[config.mk]
export PLATFORM = sky130hd
export DESIGN_NAME = ufdma_top
export DESIGN_NICKNAME = d
export VERILOG_FILES = /design/src/pkg/ufdma_pkg.sv /design/src/core/ufdma_fifo.sv /design/src/core/ufdma_top.sv
export VERILOG_INCLUDE_DIRS = /design/src /design/src/pkg
export SDC_FILE = /design/constraint.sdc
export NUM_CORES = 2
export LEC_CHECK = 0
export BUFFER_PORTS_ARGS = -buffer_cell sky130_fd_sc_hd__buf_2
export CAP_MARGIN = 20
export CORE_ASPECT_RATIO = 1.25
export CORE_MARGIN = 8
export CORE_UTILIZATION = 63
export CTS_CLUSTER_DIAMETER = 60
export DETAILED_ROUTE_END_ITERATION = 6
export PLACE_DENSITY = 0.79
export SLEW_MARGIN = 20
export SYNTH_ARGS = -nofsm -noshare
export SYNTH_HDL_FRONTEND = slang
export SYNTH_SLANG_ARGS = --single-unit
[constraint.sdc]
create_clock -name pclk -period 4.6 [get_ports pclk]
set_input_delay 0.92 -clock pclk [delete_from_list [all_inputs] [get_ports pclk]]
set_output_delay 0.92 -clock pclk [all_outputs]
set_load 0.005 [all_outputs]
[src/pkg/ufdma_defs.svh]
`ifndef UFDMA_DEFS_SVH
`define UFDMA_DEFS_SVH

// Register byte offsets
`define UFDMA_OFF_CTRL 8'h00
`define UFDMA_OFF_STATUS 8'h04
`define UFDMA_OFF_ISTAT 8'h08
`define UFDMA_OFF_IMASK 8'h0C
`define UFDMA_OFF_TXDATA 8'h10
`define UFDMA_OFF_RXDATA 8'h14

// Control register fields
`define UFDMA_FC_EN 0
`define UFDMA_FC_RXF 1
`define UFDMA_FC_TXF 2
`define UFDMA_FC_DMA 3
`define UFDMA_FC_TXT_LO 4
`define UFDMA_FC_RXT_LO 6
`define UFDMA_FC_W 8

// Status register fields
`define UFDMA_ST_TXCNT_LO 0
`define UFDMA_ST_RXCNT_LO 8
`define UFDMA_ST_TXREQ 16
`define UFDMA_ST_RXREQ 17
`define UFDMA_ST_EN 18
`define UFDMA_ST_BLOCK 19

// Receive data register fields
`define UFDMA_RXD_VALID 8

// Interrupt status and mask bits
`define UFDMA_IS_TX 0
`define UFDMA_IS_RX 1
`define UFDMA_IS_TMO 2
`define UFDMA_IS_OVR 3
`define UFDMA_IS_W 4

// Trigger thresholds in characters
`define UFDMA_RX_THR0 8
`define UFDMA_RX_THR1 16
`define UFDMA_RX_THR2 56
`define UFDMA_RX_THR3 60
`define UFDMA_TX_THR0 8
`define UFDMA_TX_THR1 16
`define UFDMA_TX_THR2 32
`define UFDMA_TX_THR3 56

// Reset values
`define UFDMA_RST_TRIG 2'h0
`define UFDMA_RST_ISTAT 4'h0
`define UFDMA_RST_IMASK 4'h0
`define UFDMA_RST_WORD 32'h00000000
`define UFDMA_RST_CHAR 8'h00

// Capacity while the FIFOs are disabled: the holding register only
`define UFDMA_HOLD_CAP 1

`endif

[src/pkg/ufdma_pkg.sv]
package ufdma_pkg;

  // Block-mode request hysteresis state
  typedef enum logic [1:0] {
    UFDMA_REQ_OFF = 2'b01,
    UFDMA_REQ_ON = 2'b10
  } ufdma_req_type;

endpackage

[src/core/ufdma_fifo.sv]
`timescale 1ns/1ps
module ufdma_fifo #(
  parameter int WIDTH = 8,
  parameter int DEPTH = 64
) (
  input wire logic pclk,
  input wire logic presetn,
  input wire logic push,
  input wire logic [WIDTH-1:0] push_data,
  input wire logic pop,
  input wire logic flush,
  output logic [WIDTH-1:0] head,
  output logic [$clog2(DEPTH):0] count
);
  localparam int AW = $clog2(DEPTH);

  typedef struct packed {
    logic [DEPTH-1:0][WIDTH-1:0] mem;
    logic [AW-1:0] wr;
    logic [AW-1:0] rd;
    logic [AW:0] cnt;
  } ufdma_fifo_state_type;

  ufdma_fifo_state_type q;
  ufdma_fifo_state_type d;

  // Pointer wrap relies on a power-of-two depth
  if (DEPTH < 2 || (DEPTH & (DEPTH - 1)) != 0) begin : g_bad_depth
    $error("ufdma_fifo: DEPTH must be a power of two, at least 2");
  end

  // Next state: flush empties the store, full push and empty pop ignored
  always_comb begin
    logic do_push;
    logic do_pop;
    do_push = 1'b0;
    do_pop = 1'b0;
    d = q;
    do_push = push && (q.cnt != (AW+1)'(DEPTH));
    do_pop = pop && (q.cnt != '0);
    if (flush) begin
      d.wr = '0;
      d.rd = '0;
      d.cnt = '0;
    end else begin
      if (do_push) begin
        d.mem[q.wr] = push_data;
        d.wr = q.wr + 1'b1;
      end
      if (do_pop) begin
        d.rd = q.rd + 1'b1;
      end
      if (do_push && !do_pop) begin
        d.cnt = q.cnt + 1'b1;
      end else if (do_pop && !do_push) begin
        d.cnt = q.cnt - 1'b1;
      end
    end
  end

  // State register
  always_ff @(posedge pclk or negedge presetn) begin
    if (!presetn) begin
      q <= '0;
    end else begin
      q <= d;
    end
  end

  assign head = q.mem[q.rd];
  assign count = q.cnt;
endmodule

[src/core/ufdma_top.sv]
// Added by the designer: the APB interface to the registers and the register addresses.
`timescale 1ns/1ps
`include "ufdma_defs.svh"

module ufdma_top
  import ufdma_pkg::*;
#(
  parameter int DEPTH = 64,
  parameter int AW = 8
) (
  input wire logic pclk,
  input wire logic presetn,
  input wire logic psel,
  input wire logic penable,
  input wire logic pwrite,
  input wire logic [AW-1:0] paddr,
  input wire logic [31:0] pwdata,
  output logic [31:0] prdata,
  output logic pready,
  output logic pslverr,
  output logic [7:0] tx_char,
  output logic tx_char_valid,
  input wire logic tx_char_take,
  input wire logic [7:0] rx_char,
  input wire logic rx_char_valid,
  input wire logic rx_timeout,
  output logic [$clog2(DEPTH):0] tx_fill,
  output logic [$clog2(DEPTH):0] rx_fill,
  output logic fifo_enabled,
  output logic tx_dma_request_n,
  output logic rx_dma_request_n,
  output logic irq
);
  localparam int CW = $clog2(DEPTH) + 1;

  // Every trigger must fit below the depth
  if (DEPTH < 64 || AW < 8) begin : g_bad_param
    $error("ufdma_top: DEPTH must be at least 64 and AW at least 8");
  end

  typedef struct packed {
    logic fen;
    logic dma_block;
    logic [1:0] rx_trig;
    logic [1:0] tx_trig;
    logic tx_flush;
    logic rx_flush;
    logic [`UFDMA_IS_W-1:0] istat;
    logic [`UFDMA_IS_W-1:0] imask;
    logic tx_lvl;
    logic rx_lvl;
    logic [31:0] prdata;
    logic pready;
    logic pslverr;
    logic rx_rd_ok;
    logic [7:0] tx_char;
    logic tx_valid;
    ufdma_req_type tx_st;
    ufdma_req_type rx_st;
    logic tx_req_n;
    logic rx_req_n;
    logic irq;
    logic [CW-1:0] tx_fill;
    logic [CW-1:0] rx_fill;
  } ufdma_top_state_type;

  ufdma_top_state_type q;
  ufdma_top_state_type d;

  logic [7:0] tx_head;
  logic [7:0] rx_head;
  logic [CW-1:0] tx_cnt;
  logic [CW-1:0] rx_cnt;
  logic tx_push;
  logic tx_pop;
  logic rx_push;
  logic rx_pop;

  // Receive trigger decode
  function automatic logic [CW-1:0] rx_thr(input logic [1:0] code);
    unique case (code)
      2'h0: rx_thr = CW'(`UFDMA_RX_THR0);
      2'h1: rx_thr = CW'(`UFDMA_RX_THR1);
      2'h2: rx_thr = CW'(`UFDMA_RX_THR2);
      2'h3: rx_thr = CW'(`UFDMA_RX_THR3);
    endcase
  endfunction

  // Transmit trigger decode
  function automatic logic [CW-1:0] tx_thr(input logic [1:0] code);
    unique case (code)
      2'h0: tx_thr = CW'(`UFDMA_TX_THR0);
      2'h1: tx_thr = CW'(`UFDMA_TX_THR1);
      2'h2: tx_thr = CW'(`UFDMA_TX_THR2);
      2'h3: tx_thr = CW'(`UFDMA_TX_THR3);
    endcase
  endfunction

  // Transmit store, 64 entries by default
  ufdma_fifo #(
    .WIDTH(8),
    .DEPTH(DEPTH)
  ) u_tx_fifo (
    .pclk(pclk),
    .presetn(presetn),
    .push(tx_push),
    .push_data(pwdata[7:0]),
    .pop(tx_pop),
    .flush(q.tx_flush),
    .head(tx_head),
    .count(tx_cnt)
  );

  // Receive store, 64 entries by default
  ufdma_fifo #(
    .WIDTH(8),
    .DEPTH(DEPTH)
  ) u_rx_fifo (
    .pclk(pclk),
    .presetn(presetn),
    .push(rx_push),
    .push_data(rx_char),
    .pop(rx_pop),
    .flush(q.rx_flush),
    .head(rx_head),
    .count(rx_cnt)
  );

  // Next state of the whole block
  always_comb begin
    logic setup;
    logic acc;
    logic wr;
    logic [CW-1:0] cap;
    logic block;
    logic tx_lvl;
    logic rx_lvl;
    logic [`UFDMA_IS_W-1:0] set;
    logic [`UFDMA_IS_W-1:0] clr;
    setup = 1'b0;
    acc = 1'b0;
    wr = 1'b0;
    cap = '0;
    block = 1'b0;
    tx_lvl = 1'b0;
    rx_lvl = 1'b0;
    set = '0;
    clr = '0;
    d = q;
    setup = psel && !penable;
    acc = psel && penable && q.pready;
    wr = acc && pwrite;
    cap = q.fen ? CW'(DEPTH) : CW'(`UFDMA_HOLD_CAP);
    block = q.fen && q.dma_block;

    // Bus side pushes and pops, taken at the access edge
    tx_push = wr && (paddr == `UFDMA_OFF_TXDATA) && (tx_cnt < cap);
    rx_pop = acc && !pwrite && (paddr == `UFDMA_OFF_RXDATA) && q.rx_rd_ok;
    // Line side: drop on overrun, filling goes on to full
    rx_push = rx_char_valid && (rx_cnt < cap);
    // Shift-side output stage refills from the FIFO; not touched by flush
    tx_pop = (!q.tx_valid || tx_char_take) && (tx_cnt != '0);
    if (tx_pop) begin
      d.tx_char = tx_head;
      d.tx_valid = 1'b1;
    end else if (tx_char_take) begin
      d.tx_valid = 1'b0;
    end

    // Flush strobes last one cycle and read back as zero
    d.tx_flush = 1'b0;
    d.rx_flush = 1'b0;
    if (wr && paddr == `UFDMA_OFF_CTRL) begin
      d.fen = pwdata[`UFDMA_FC_EN];
      if (pwdata[`UFDMA_FC_EN]) begin
        d.dma_block = pwdata[`UFDMA_FC_DMA];
        d.tx_trig = pwdata[`UFDMA_FC_TXT_LO +: 2];
        d.rx_trig = pwdata[`UFDMA_FC_RXT_LO +: 2];
        d.tx_flush = pwdata[`UFDMA_FC_TXF];
        d.rx_flush = pwdata[`UFDMA_FC_RXF];
      end
    end
    if (wr && paddr == `UFDMA_OFF_IMASK) begin
      d.imask = pwdata[`UFDMA_IS_W-1:0];
    end

    // Transmit request
    if (!block) begin
      d.tx_st = UFDMA_REQ_OFF;
      d.tx_req_n = (tx_cnt != '0);
    end else begin
      unique case (q.tx_st)
        UFDMA_REQ_OFF: begin
          if (tx_cnt == CW'(DEPTH)) begin
            d.tx_st = UFDMA_REQ_ON;
          end
        end
        UFDMA_REQ_ON: begin
          if (tx_cnt <= tx_thr(q.tx_trig)) begin
            d.tx_st = UFDMA_REQ_OFF;
          end
        end
      endcase
      d.tx_req_n = (d.tx_st == UFDMA_REQ_ON);
    end

    // Receive request
    if (!block) begin
      d.rx_st = UFDMA_REQ_OFF;
      d.rx_req_n = (rx_cnt == '0);
    end else begin
      unique case (q.rx_st)
        UFDMA_REQ_OFF: begin
          if (rx_cnt >= rx_thr(q.rx_trig) || (rx_timeout && rx_cnt != '0)) begin
            d.rx_st = UFDMA_REQ_ON;
          end
        end
        UFDMA_REQ_ON: begin
          if (rx_cnt == '0) begin
            d.rx_st = UFDMA_REQ_OFF;
          end
        end
      endcase
      d.rx_req_n = (d.rx_st == UFDMA_REQ_OFF);
    end

    // Interrupt level conditions and their rising edges
    tx_lvl = block ? (tx_cnt < tx_thr(q.tx_trig)) : (tx_cnt == '0);
    rx_lvl = q.fen ? (rx_cnt >= rx_thr(q.rx_trig)) : (rx_cnt != '0);
    d.tx_lvl = tx_lvl;
    d.rx_lvl = rx_lvl;
    set[`UFDMA_IS_TX] = tx_lvl && !q.tx_lvl;
    set[`UFDMA_IS_RX] = rx_lvl && !q.rx_lvl;
    set[`UFDMA_IS_TMO] = rx_timeout;
    set[`UFDMA_IS_OVR] = rx_char_valid && !rx_push;
    if (wr && paddr == `UFDMA_OFF_ISTAT) begin
      clr = pwdata[`UFDMA_IS_W-1:0];
    end
    // Write-one clear, a new event wins
    d.istat = (q.istat & ~clr) | set;
    d.irq = |(d.istat & d.imask);

    // Bus answer prepared in the setup cycle
    d.pready = setup;
    d.pslverr = 1'b0;
    d.prdata = `UFDMA_RST_WORD;
    d.rx_rd_ok = 1'b0;
    if (setup) begin
      unique case (paddr)
        `UFDMA_OFF_CTRL: begin
          d.prdata[`UFDMA_FC_EN] = q.fen;
          d.prdata[`UFDMA_FC_DMA] = q.dma_block;
          d.prdata[`UFDMA_FC_TXT_LO +: 2] = q.tx_trig;
          d.prdata[`UFDMA_FC_RXT_LO +: 2] = q.rx_trig;
        end
        `UFDMA_OFF_STATUS: begin
          d.prdata[`UFDMA_ST_TXCNT_LO +: CW] = tx_cnt;
          d.prdata[`UFDMA_ST_RXCNT_LO +: CW] = rx_cnt;
          d.prdata[`UFDMA_ST_TXREQ] = q.tx_req_n;
          d.prdata[`UFDMA_ST_RXREQ] = q.rx_req_n;
          d.prdata[`UFDMA_ST_EN] = q.fen;
          d.prdata[`UFDMA_ST_BLOCK] = q.dma_block;
        end
        `UFDMA_OFF_ISTAT: begin
          d.prdata[`UFDMA_IS_W-1:0] = q.istat;
        end
        `UFDMA_OFF_IMASK: begin
          d.prdata[`UFDMA_IS_W-1:0] = q.imask;
        end
        `UFDMA_OFF_TXDATA: begin
          d.prdata = `UFDMA_RST_WORD;
        end
        `UFDMA_OFF_RXDATA: begin
          d.rx_rd_ok = (rx_cnt != '0);
          d.prdata[7:0] = (rx_cnt != '0) ? rx_head : `UFDMA_RST_CHAR;
          d.prdata[`UFDMA_RXD_VALID] = (rx_cnt != '0);
        end
        default: begin
          d.pslverr = 1'b1;
        end
      endcase
    end

    // Fill counts for the rest of the channel
    d.tx_fill = tx_cnt;
    d.rx_fill = rx_cnt;
  end

  // State register with reset defaults
  always_ff @(posedge pclk or negedge presetn) begin
    if (!presetn) begin
      q <= '0;
      q.fen <= 1'b0;
      q.dma_block <= 1'b0;
      q.rx_trig <= `UFDMA_RST_TRIG;
      q.tx_trig <= `UFDMA_RST_TRIG;
      q.istat <= `UFDMA_RST_ISTAT;
      q.imask <= `UFDMA_RST_IMASK;
      q.tx_lvl <= 1'b1;
      q.tx_st <= UFDMA_REQ_OFF;
      q.rx_st <= UFDMA_REQ_OFF;
      q.tx_req_n <= 1'b0;
      q.rx_req_n <= 1'b1;
    end else begin
      q <= d;
    end
  end

  // Outputs straight from the state register
  assign prdata = q.prdata;
  assign pready = q.pready;
  assign pslverr = q.pslverr;
  assign tx_char = q.tx_char;
  assign tx_char_valid = q.tx_valid;
  assign tx_fill = q.tx_fill;
  assign rx_fill = q.rx_fill;
  assign fifo_enabled = q.fen;
  assign tx_dma_request_n = q.tx_req_n;
  assign rx_dma_request_n = q.rx_req_n;
  assign irq = q.irq;
endmodule

# Word-level counts from Yosys, hierarchy flattened
# Index checks and enable logic that the tools add are counted.
# classes
addsub	8
n_mul	0
n_div	0
magnitude_cmp	12
eq_ne	20
n_shift	0
muxes	60
n_bitwise	6
n_reduce_logical	60
# op_table
op	count
512-bit bitwise mux	2
8-bit binary-select mux with 6-bit select	2
8-bit demux with 6-bit select	2
7-bit two-way mux	9
7-bit one-hot mux with 4 select lines	2
8-bit two-way mux	5
19-bit two-way mux	2
6-bit two-way mux	5
1-bit logical AND	29
6-bit by 7-bit less-than comparator with 1-bit output, second input constant	4
6-bit by 1-bit adder with 6-bit output, second input constant	4
2-bit two-way mux	11
7-bit less-than comparator	3
20-bit two-way mux	1
8-bit by 4-bit == test with 1-bit output, second input constant	2
8-bit by 5-bit == test with 1-bit output, second input constant	2
7-bit by 1-bit adder with 7-bit output, second input constant	2
2-bit == test, second input constant	7
7-bit >= comparator	2
7-bit logical NOT	2
7-bit != test, second input constant	2
7-bit nonzero test	2
7-bit by 1-bit subtractor with 7-bit output, second input constant	2
6-bit by 1-bit >= comparator with 1-bit output, second input constant	2
24 further kinds	60
# totals
regBits	1145
latchBits	0
ram_bits	0
romBits	0
input_bits	56
mem_count	0

# Depth between registers and ports, before layout
# logic_depth
depth_word	11
mapped_depth	15
depth_no_buf	15

# Modules after synthesis
# From an unflattened synthesis, not the netlist that was laid out.
# unflattened
cells_unflattened	3727
area_unflattened_um2	53172.2
# modules_own_cells
module	instances	cells_each	area_each_um2	seq_area_each_um2
ufdma_fifo (u_tx_fifo)	1	1709	24952.7	13287.7
ufdma_fifo (u_rx_fifo)	1	1709	24716.2	13287.7
ufdma_top	1	309	3503.4	1756.7

# Worst setup path before layout
# No wires, ideal clock.
# synth_timing
path_kind	input-to-reg
start	input port paddr[5]
end	register u_rx_fifo.q, in the netlist u_rx_fifo.count[6]
setup_ps	125
arrival_ps	4243
slack_ps	232
cell_stages	14
path_buffers	2
cell_sequence	or3_1 > clkbuf_2 > or4_1 > buf_2 > nor4_4 > nor2_1 > inv_1 > ha_1 > a21o_1 > a21oi_1 > o21bai_1 > a21oi_1 > mux2i_1 > mux2_2
# synth_between
elab_chain_cells	8
# synth_lines
item	line	source
from (decl)	ufdma_top.sv:16	input wire logic [AW-1:0] paddr,
8-bit by 5-bit == test with 1-bit output *	n/a	
1-bit logical AND * (2 in a row)	ufdma_top.sv:158	rx_pop = acc && !pwrite && (paddr == `UFDMA_OFF_RXDATA) && q.rx_rd_ok;
1-bit logical AND *	ufdma_fifo.sv:40	do_pop = pop && (q.cnt != '0);
1-bit logical NOT	ufdma_fifo.sv:53	if (do_push && !do_pop) begin
1-bit logical AND	ufdma_fifo.sv:53	
7-bit two-way mux	ufdma_fifo.sv:53	
19-bit two-way mux	ufdma_fifo.sv:41	if (flush) begin
to (signal assigned)	ufdma_fifo.sv:64	q <= '0;
to (signal assigned)	ufdma_fifo.sv:66	q <= d;
to (decl)	ufdma_fifo.sv:24	ufdma_fifo_state_type q;
# Every way passes the cells marked *; elsewhere a longest branch is shown, timed or not.
# A chain may end at the register's enable or synchronous reset.

# Worst setup path in the final report
# layout_timing
start	register u_rx_fifo.q, in the netlist u_rx_fifo.count[3]
end	register u_rx_fifo.q, in the netlist u_rx_fifo.count[6]
# layout_between
elab_chain_cells	6
# layout_lines
item	line
7-bit less-than comparator or 7-bit nonzero test (tied branches)	ufdma_top.sv:160, ufdma_fifo.sv:40
1-bit logical AND, on equally long branches	ufdma_top.sv:160, ufdma_fifo.sv:40
1-bit logical AND or 1-bit logical NOT (tied branches)	ufdma_fifo.sv:39, ufdma_fifo.sv:53
1-bit logical AND or 1-bit logical NOT (tied branches)	ufdma_fifo.sv:53, ufdma_fifo.sv:55
7-bit two-way mux or 1-bit logical AND (tied branches)	ufdma_fifo.sv:53, ufdma_fifo.sv:55
19-bit two-way mux or 3-bit nonzero test (tied branches)	n/a
# Several ways; a longest one is shown, not always the timed one. The select of a mux whose other input is x is not followed.

==> impl_metrics.ini <==
[clock_tree]
clk_latency_ns = 0.67
path_clk_slew_ns = 0.07
cts_buffer_depth = 3
cts_tree = yes
htreeDepth = 3
cts.sinks = 1132
cts_setup_buffers = 0
cts_root_buffer = clkbuf_16
cts_hold_buffers = 0
cts_buffers = 107
cts_resized = 0

[global_route]
globalRouteOverflowTotal = 0
grt_max_degree = 113
grt_pass1_wl_um = 205700
grtUsageTotal_pct = 27.80
antenna_found_initial = 1
grt_pass1_vias = 33780

[worst_setup_path]
critical_path.slowest_cell = or4_4
cp-end-kind = flip-flop
cp.required_ns = 5.15
path_common_cell = a21oi_1
r2r_start = u_rx_fifo.count[3]
critPathTopFamily = simple AND/OR/NAND/NOR gates
critical_path.startpoint = u_rx_fifo.count[3]
arrival_ns = 4.45
path_max_fanout = 7
path_buf_inv = 1
criticalPathCategory = flip-flop to flip-flop
cp_cell_sequence = or4_4 > o41ai_2 > nand2b_1 > or2_4 > nor2_1 > inv_1 > ha_1 > a21o_1 > a21oi_1 > o21bai_1 > a21oi_1 > mux2i_1 > mux2_2
start_kind = flip-flop
max_stage_delay_ns = 0.59

[finish]
drive_above_1_share_pct = 49.09
multi_input_area_mm2 = 0.02354
final_nets = 3630
fin_cells = 4724
finalInstanceArea_mm2 = 0.05812
syn2layout_area_growth_pct = 9.004
seq_area_mm2 = 0.02835
fillers = 5474

[floorplanning]
rows = 119
die-area_mm2 = 0.09425
start_util_pct = 63.38
core-area_mm2 = 0.08412
io_pins = 117
dieWidth_um = 276.2
die_h_um = 341.3

[sta]
tightest_slew_ns = 1.153
final_hold_viol_count = 0
timing.fmax_ghz = 0.2563
grt_setup_unrepaired = false
fin_crit_sh_pct = 84.83
setup_tns_ns = 0
clock_skew_ns = 0.02423
layout_setup_ws_ns = 0.6976
final-max-slew-violation-count = 0
slew_headroom_pct = 23.16
setup_viol = 0
min_period_ns = 3.902

[logic_synthesis]
synth_flop_cell = dfrtp_1
syn_avg_cell_area_um2 = 14.98
syn_inst = 3560
synth_area_mm2 = 0.05332
yosys.area.top_type_share_pct = 52.94
async_flop_share_pct = 100.0
ys_ff_latch = 1132
ys_warn_count = 0
synth_edf_count = 0
synth_top_area_cell = dfrtp_1
yosysSeqAreaShare_pct = 53.14
synthDistinctLibCells = 76
synth.area.top_cells = dfrtp_1 53%, mux2_2 20%, mux4_2 11%, mux2_4 2.3%, mux2i_1 2.0%

[drt]
routed_wl_um = 129400
dr_wl_met2_um = 67640
num_vias = 30830
routedWlPerCell_um = 27.39
drc_errors = 0
drt_pass1_iterations = 6
ant_nets = 0
vias_per_cell = 6.525
highest_layer = met4
wl_met3_um = 6231
wl_met1_um = 49530
drt_iter0_markers = 2305

[worst_hold_path]
hp-class = input port to async pin

[placement]
io_buffers = 79
dp_hpwl_um = 86210
placed_cells = 4527
pre_cts_slack_ns = 0.3191
place.gp.congestion = 0.9186
place_area_mm2 = 0.05457

[run]
max_cap_viol_count = 0

[power]
p_per_area_mw_per_mm2 = 406.1
p_leak_uw = 0.02755
worst_ir_drop_vdd_uv = 458.4

[run_status]
status = completed
-- Yosys cell counts, types with 24 or more instances --
cell	instances
nor3_1	36
mux2_4	80
buf_2	25
nor2b_1	31
buf_1	38
mux4_2	256
nand2_1	67
dfrtp_1	1128
clkbuf_1	175
mux2_2	965
buf_4	56
mux2i_1	105
ha_1	25
nor2_1	97
o22ai_1	24
inv_1	27
nor2_2	99
a21oi_1	38
-- kinds of logic after synthesis --
| logic type | count (synthesis) | synth area share (%) |
|---|---|---|
| adders and majority gates | 27 | 0.6618 |
| DFF | 1132 | 53.14 |
| and+or+nand+nor | 459 | 5.121 |
| AOI/OAI and AO/OA | 179 | 2.335 |
| xor gates and xnor gates | 30 | 0.5069 |
| buffers and inverters | 326 | 2.811 |
| muxes | 1406 | 35.42 |
| other | 1 | 0.007033 |
-- flip-flops by register name (all words and copies together) (netlist names) --
| name | cells |
|---|---|
| tx_char | 8 |
| tx_char_valid | 1 |
| u_rx_fifo.q | 524 |
| fifo_enabled | 1 |
| u_tx_fifo.count | 7 |
| tx_fill | 7 |
| u_tx_fifo.q | 524 |
| prdata | 19 |
| q | 22 |
| u_rx_fifo.count | 7 |
| irq | 1 |
| pready | 1 |
| rx_dma_request_n | 1 |
| pslverr | 1 |
| tx_dma_request_n | 1 |
| rx_fill | 7 |
-- metal layers --
metal  vias to the layer above  GRT usage, %
met4                         0         12.40
li1                      13010             -
met2                       976         48.95
met5                         -             0
met1                     16540         34.39
met3                       299         3.673
-- placed cells by master (no fill, tap or decap), types with 25 or more instances in the layout --
master,n
buf_4,76
nand2_1,67
inv_1,27
buf_2,72
clkbuf_1,31
nor2_2,99
mux2i_1,105
ha_1,25
a21oi_1,37
clkbuf_8,26
nor2b_1,31
mux2_4,80
clkbuf_16,111
nor3_1,36
mux2_2,965
mux4_2,256
dfrtp_1,1121
nor2_1,97
-- power breakdown --
group	switching (µW)	internal, µW	leakage, µW
clock network	3740	5110	0.00175
registers	692	10500	0.0156
logic	2010	1590	0.0102
-- per-stage QoR --
step	total power [µW]	utilization (%)	hold WS, ns
after global placement	14720	64.87	0.4672
after floorplan	13730	-	0.3519
after CTS	23750	69.07	0.3576
after global routing	24460	69.09	0.3761
final	23600	69.09	0.3073
after detailed placement	14920	64.87	0.4887
-- worst register-to-register path, stage by stage (launching register included) --
cell and delay [ns]:
dfrtp_1 0.48, or4_4 0.59, o41ai_2 0.22, nand2b_1 0.13, or2_4 0.32, nor2_1 0.25, inv_1 0.17, ha_1 0.34
a21o_1 0.19, a21oi_1 0.25, o21bai_1 0.10, a21oi_1 0.20, mux2i_1 0.22, mux2_2 0.34
-- final timing paths --
check,endpoint,slack (ns),cells past startpoint
worst max-delay path,u_rx_fifo.count[6],0.70,13
max in group asynchronous,u_tx_fifo.q[121],3.03,2
worst min register to register,u_tx_fifo.q[268],0.50,1
worst min-delay path,q[20],0.31,1
worst max register to register,u_rx_fifo.count[6],0.70,13
min in group pclk,tx_char_valid,0.44,2
-- cell type report --
cell class,count,area share [%]
clock inverters,28,0.4822
inverters,29,0.1873
multi-input cells,2114,40.50
diodes,1,0.004306
repair buffers,163,2.110
flip-flops and latches,1132,48.78
clock buffers,168,5.595
well taps,1089,2.344
(Power assumes the default switching activity.)
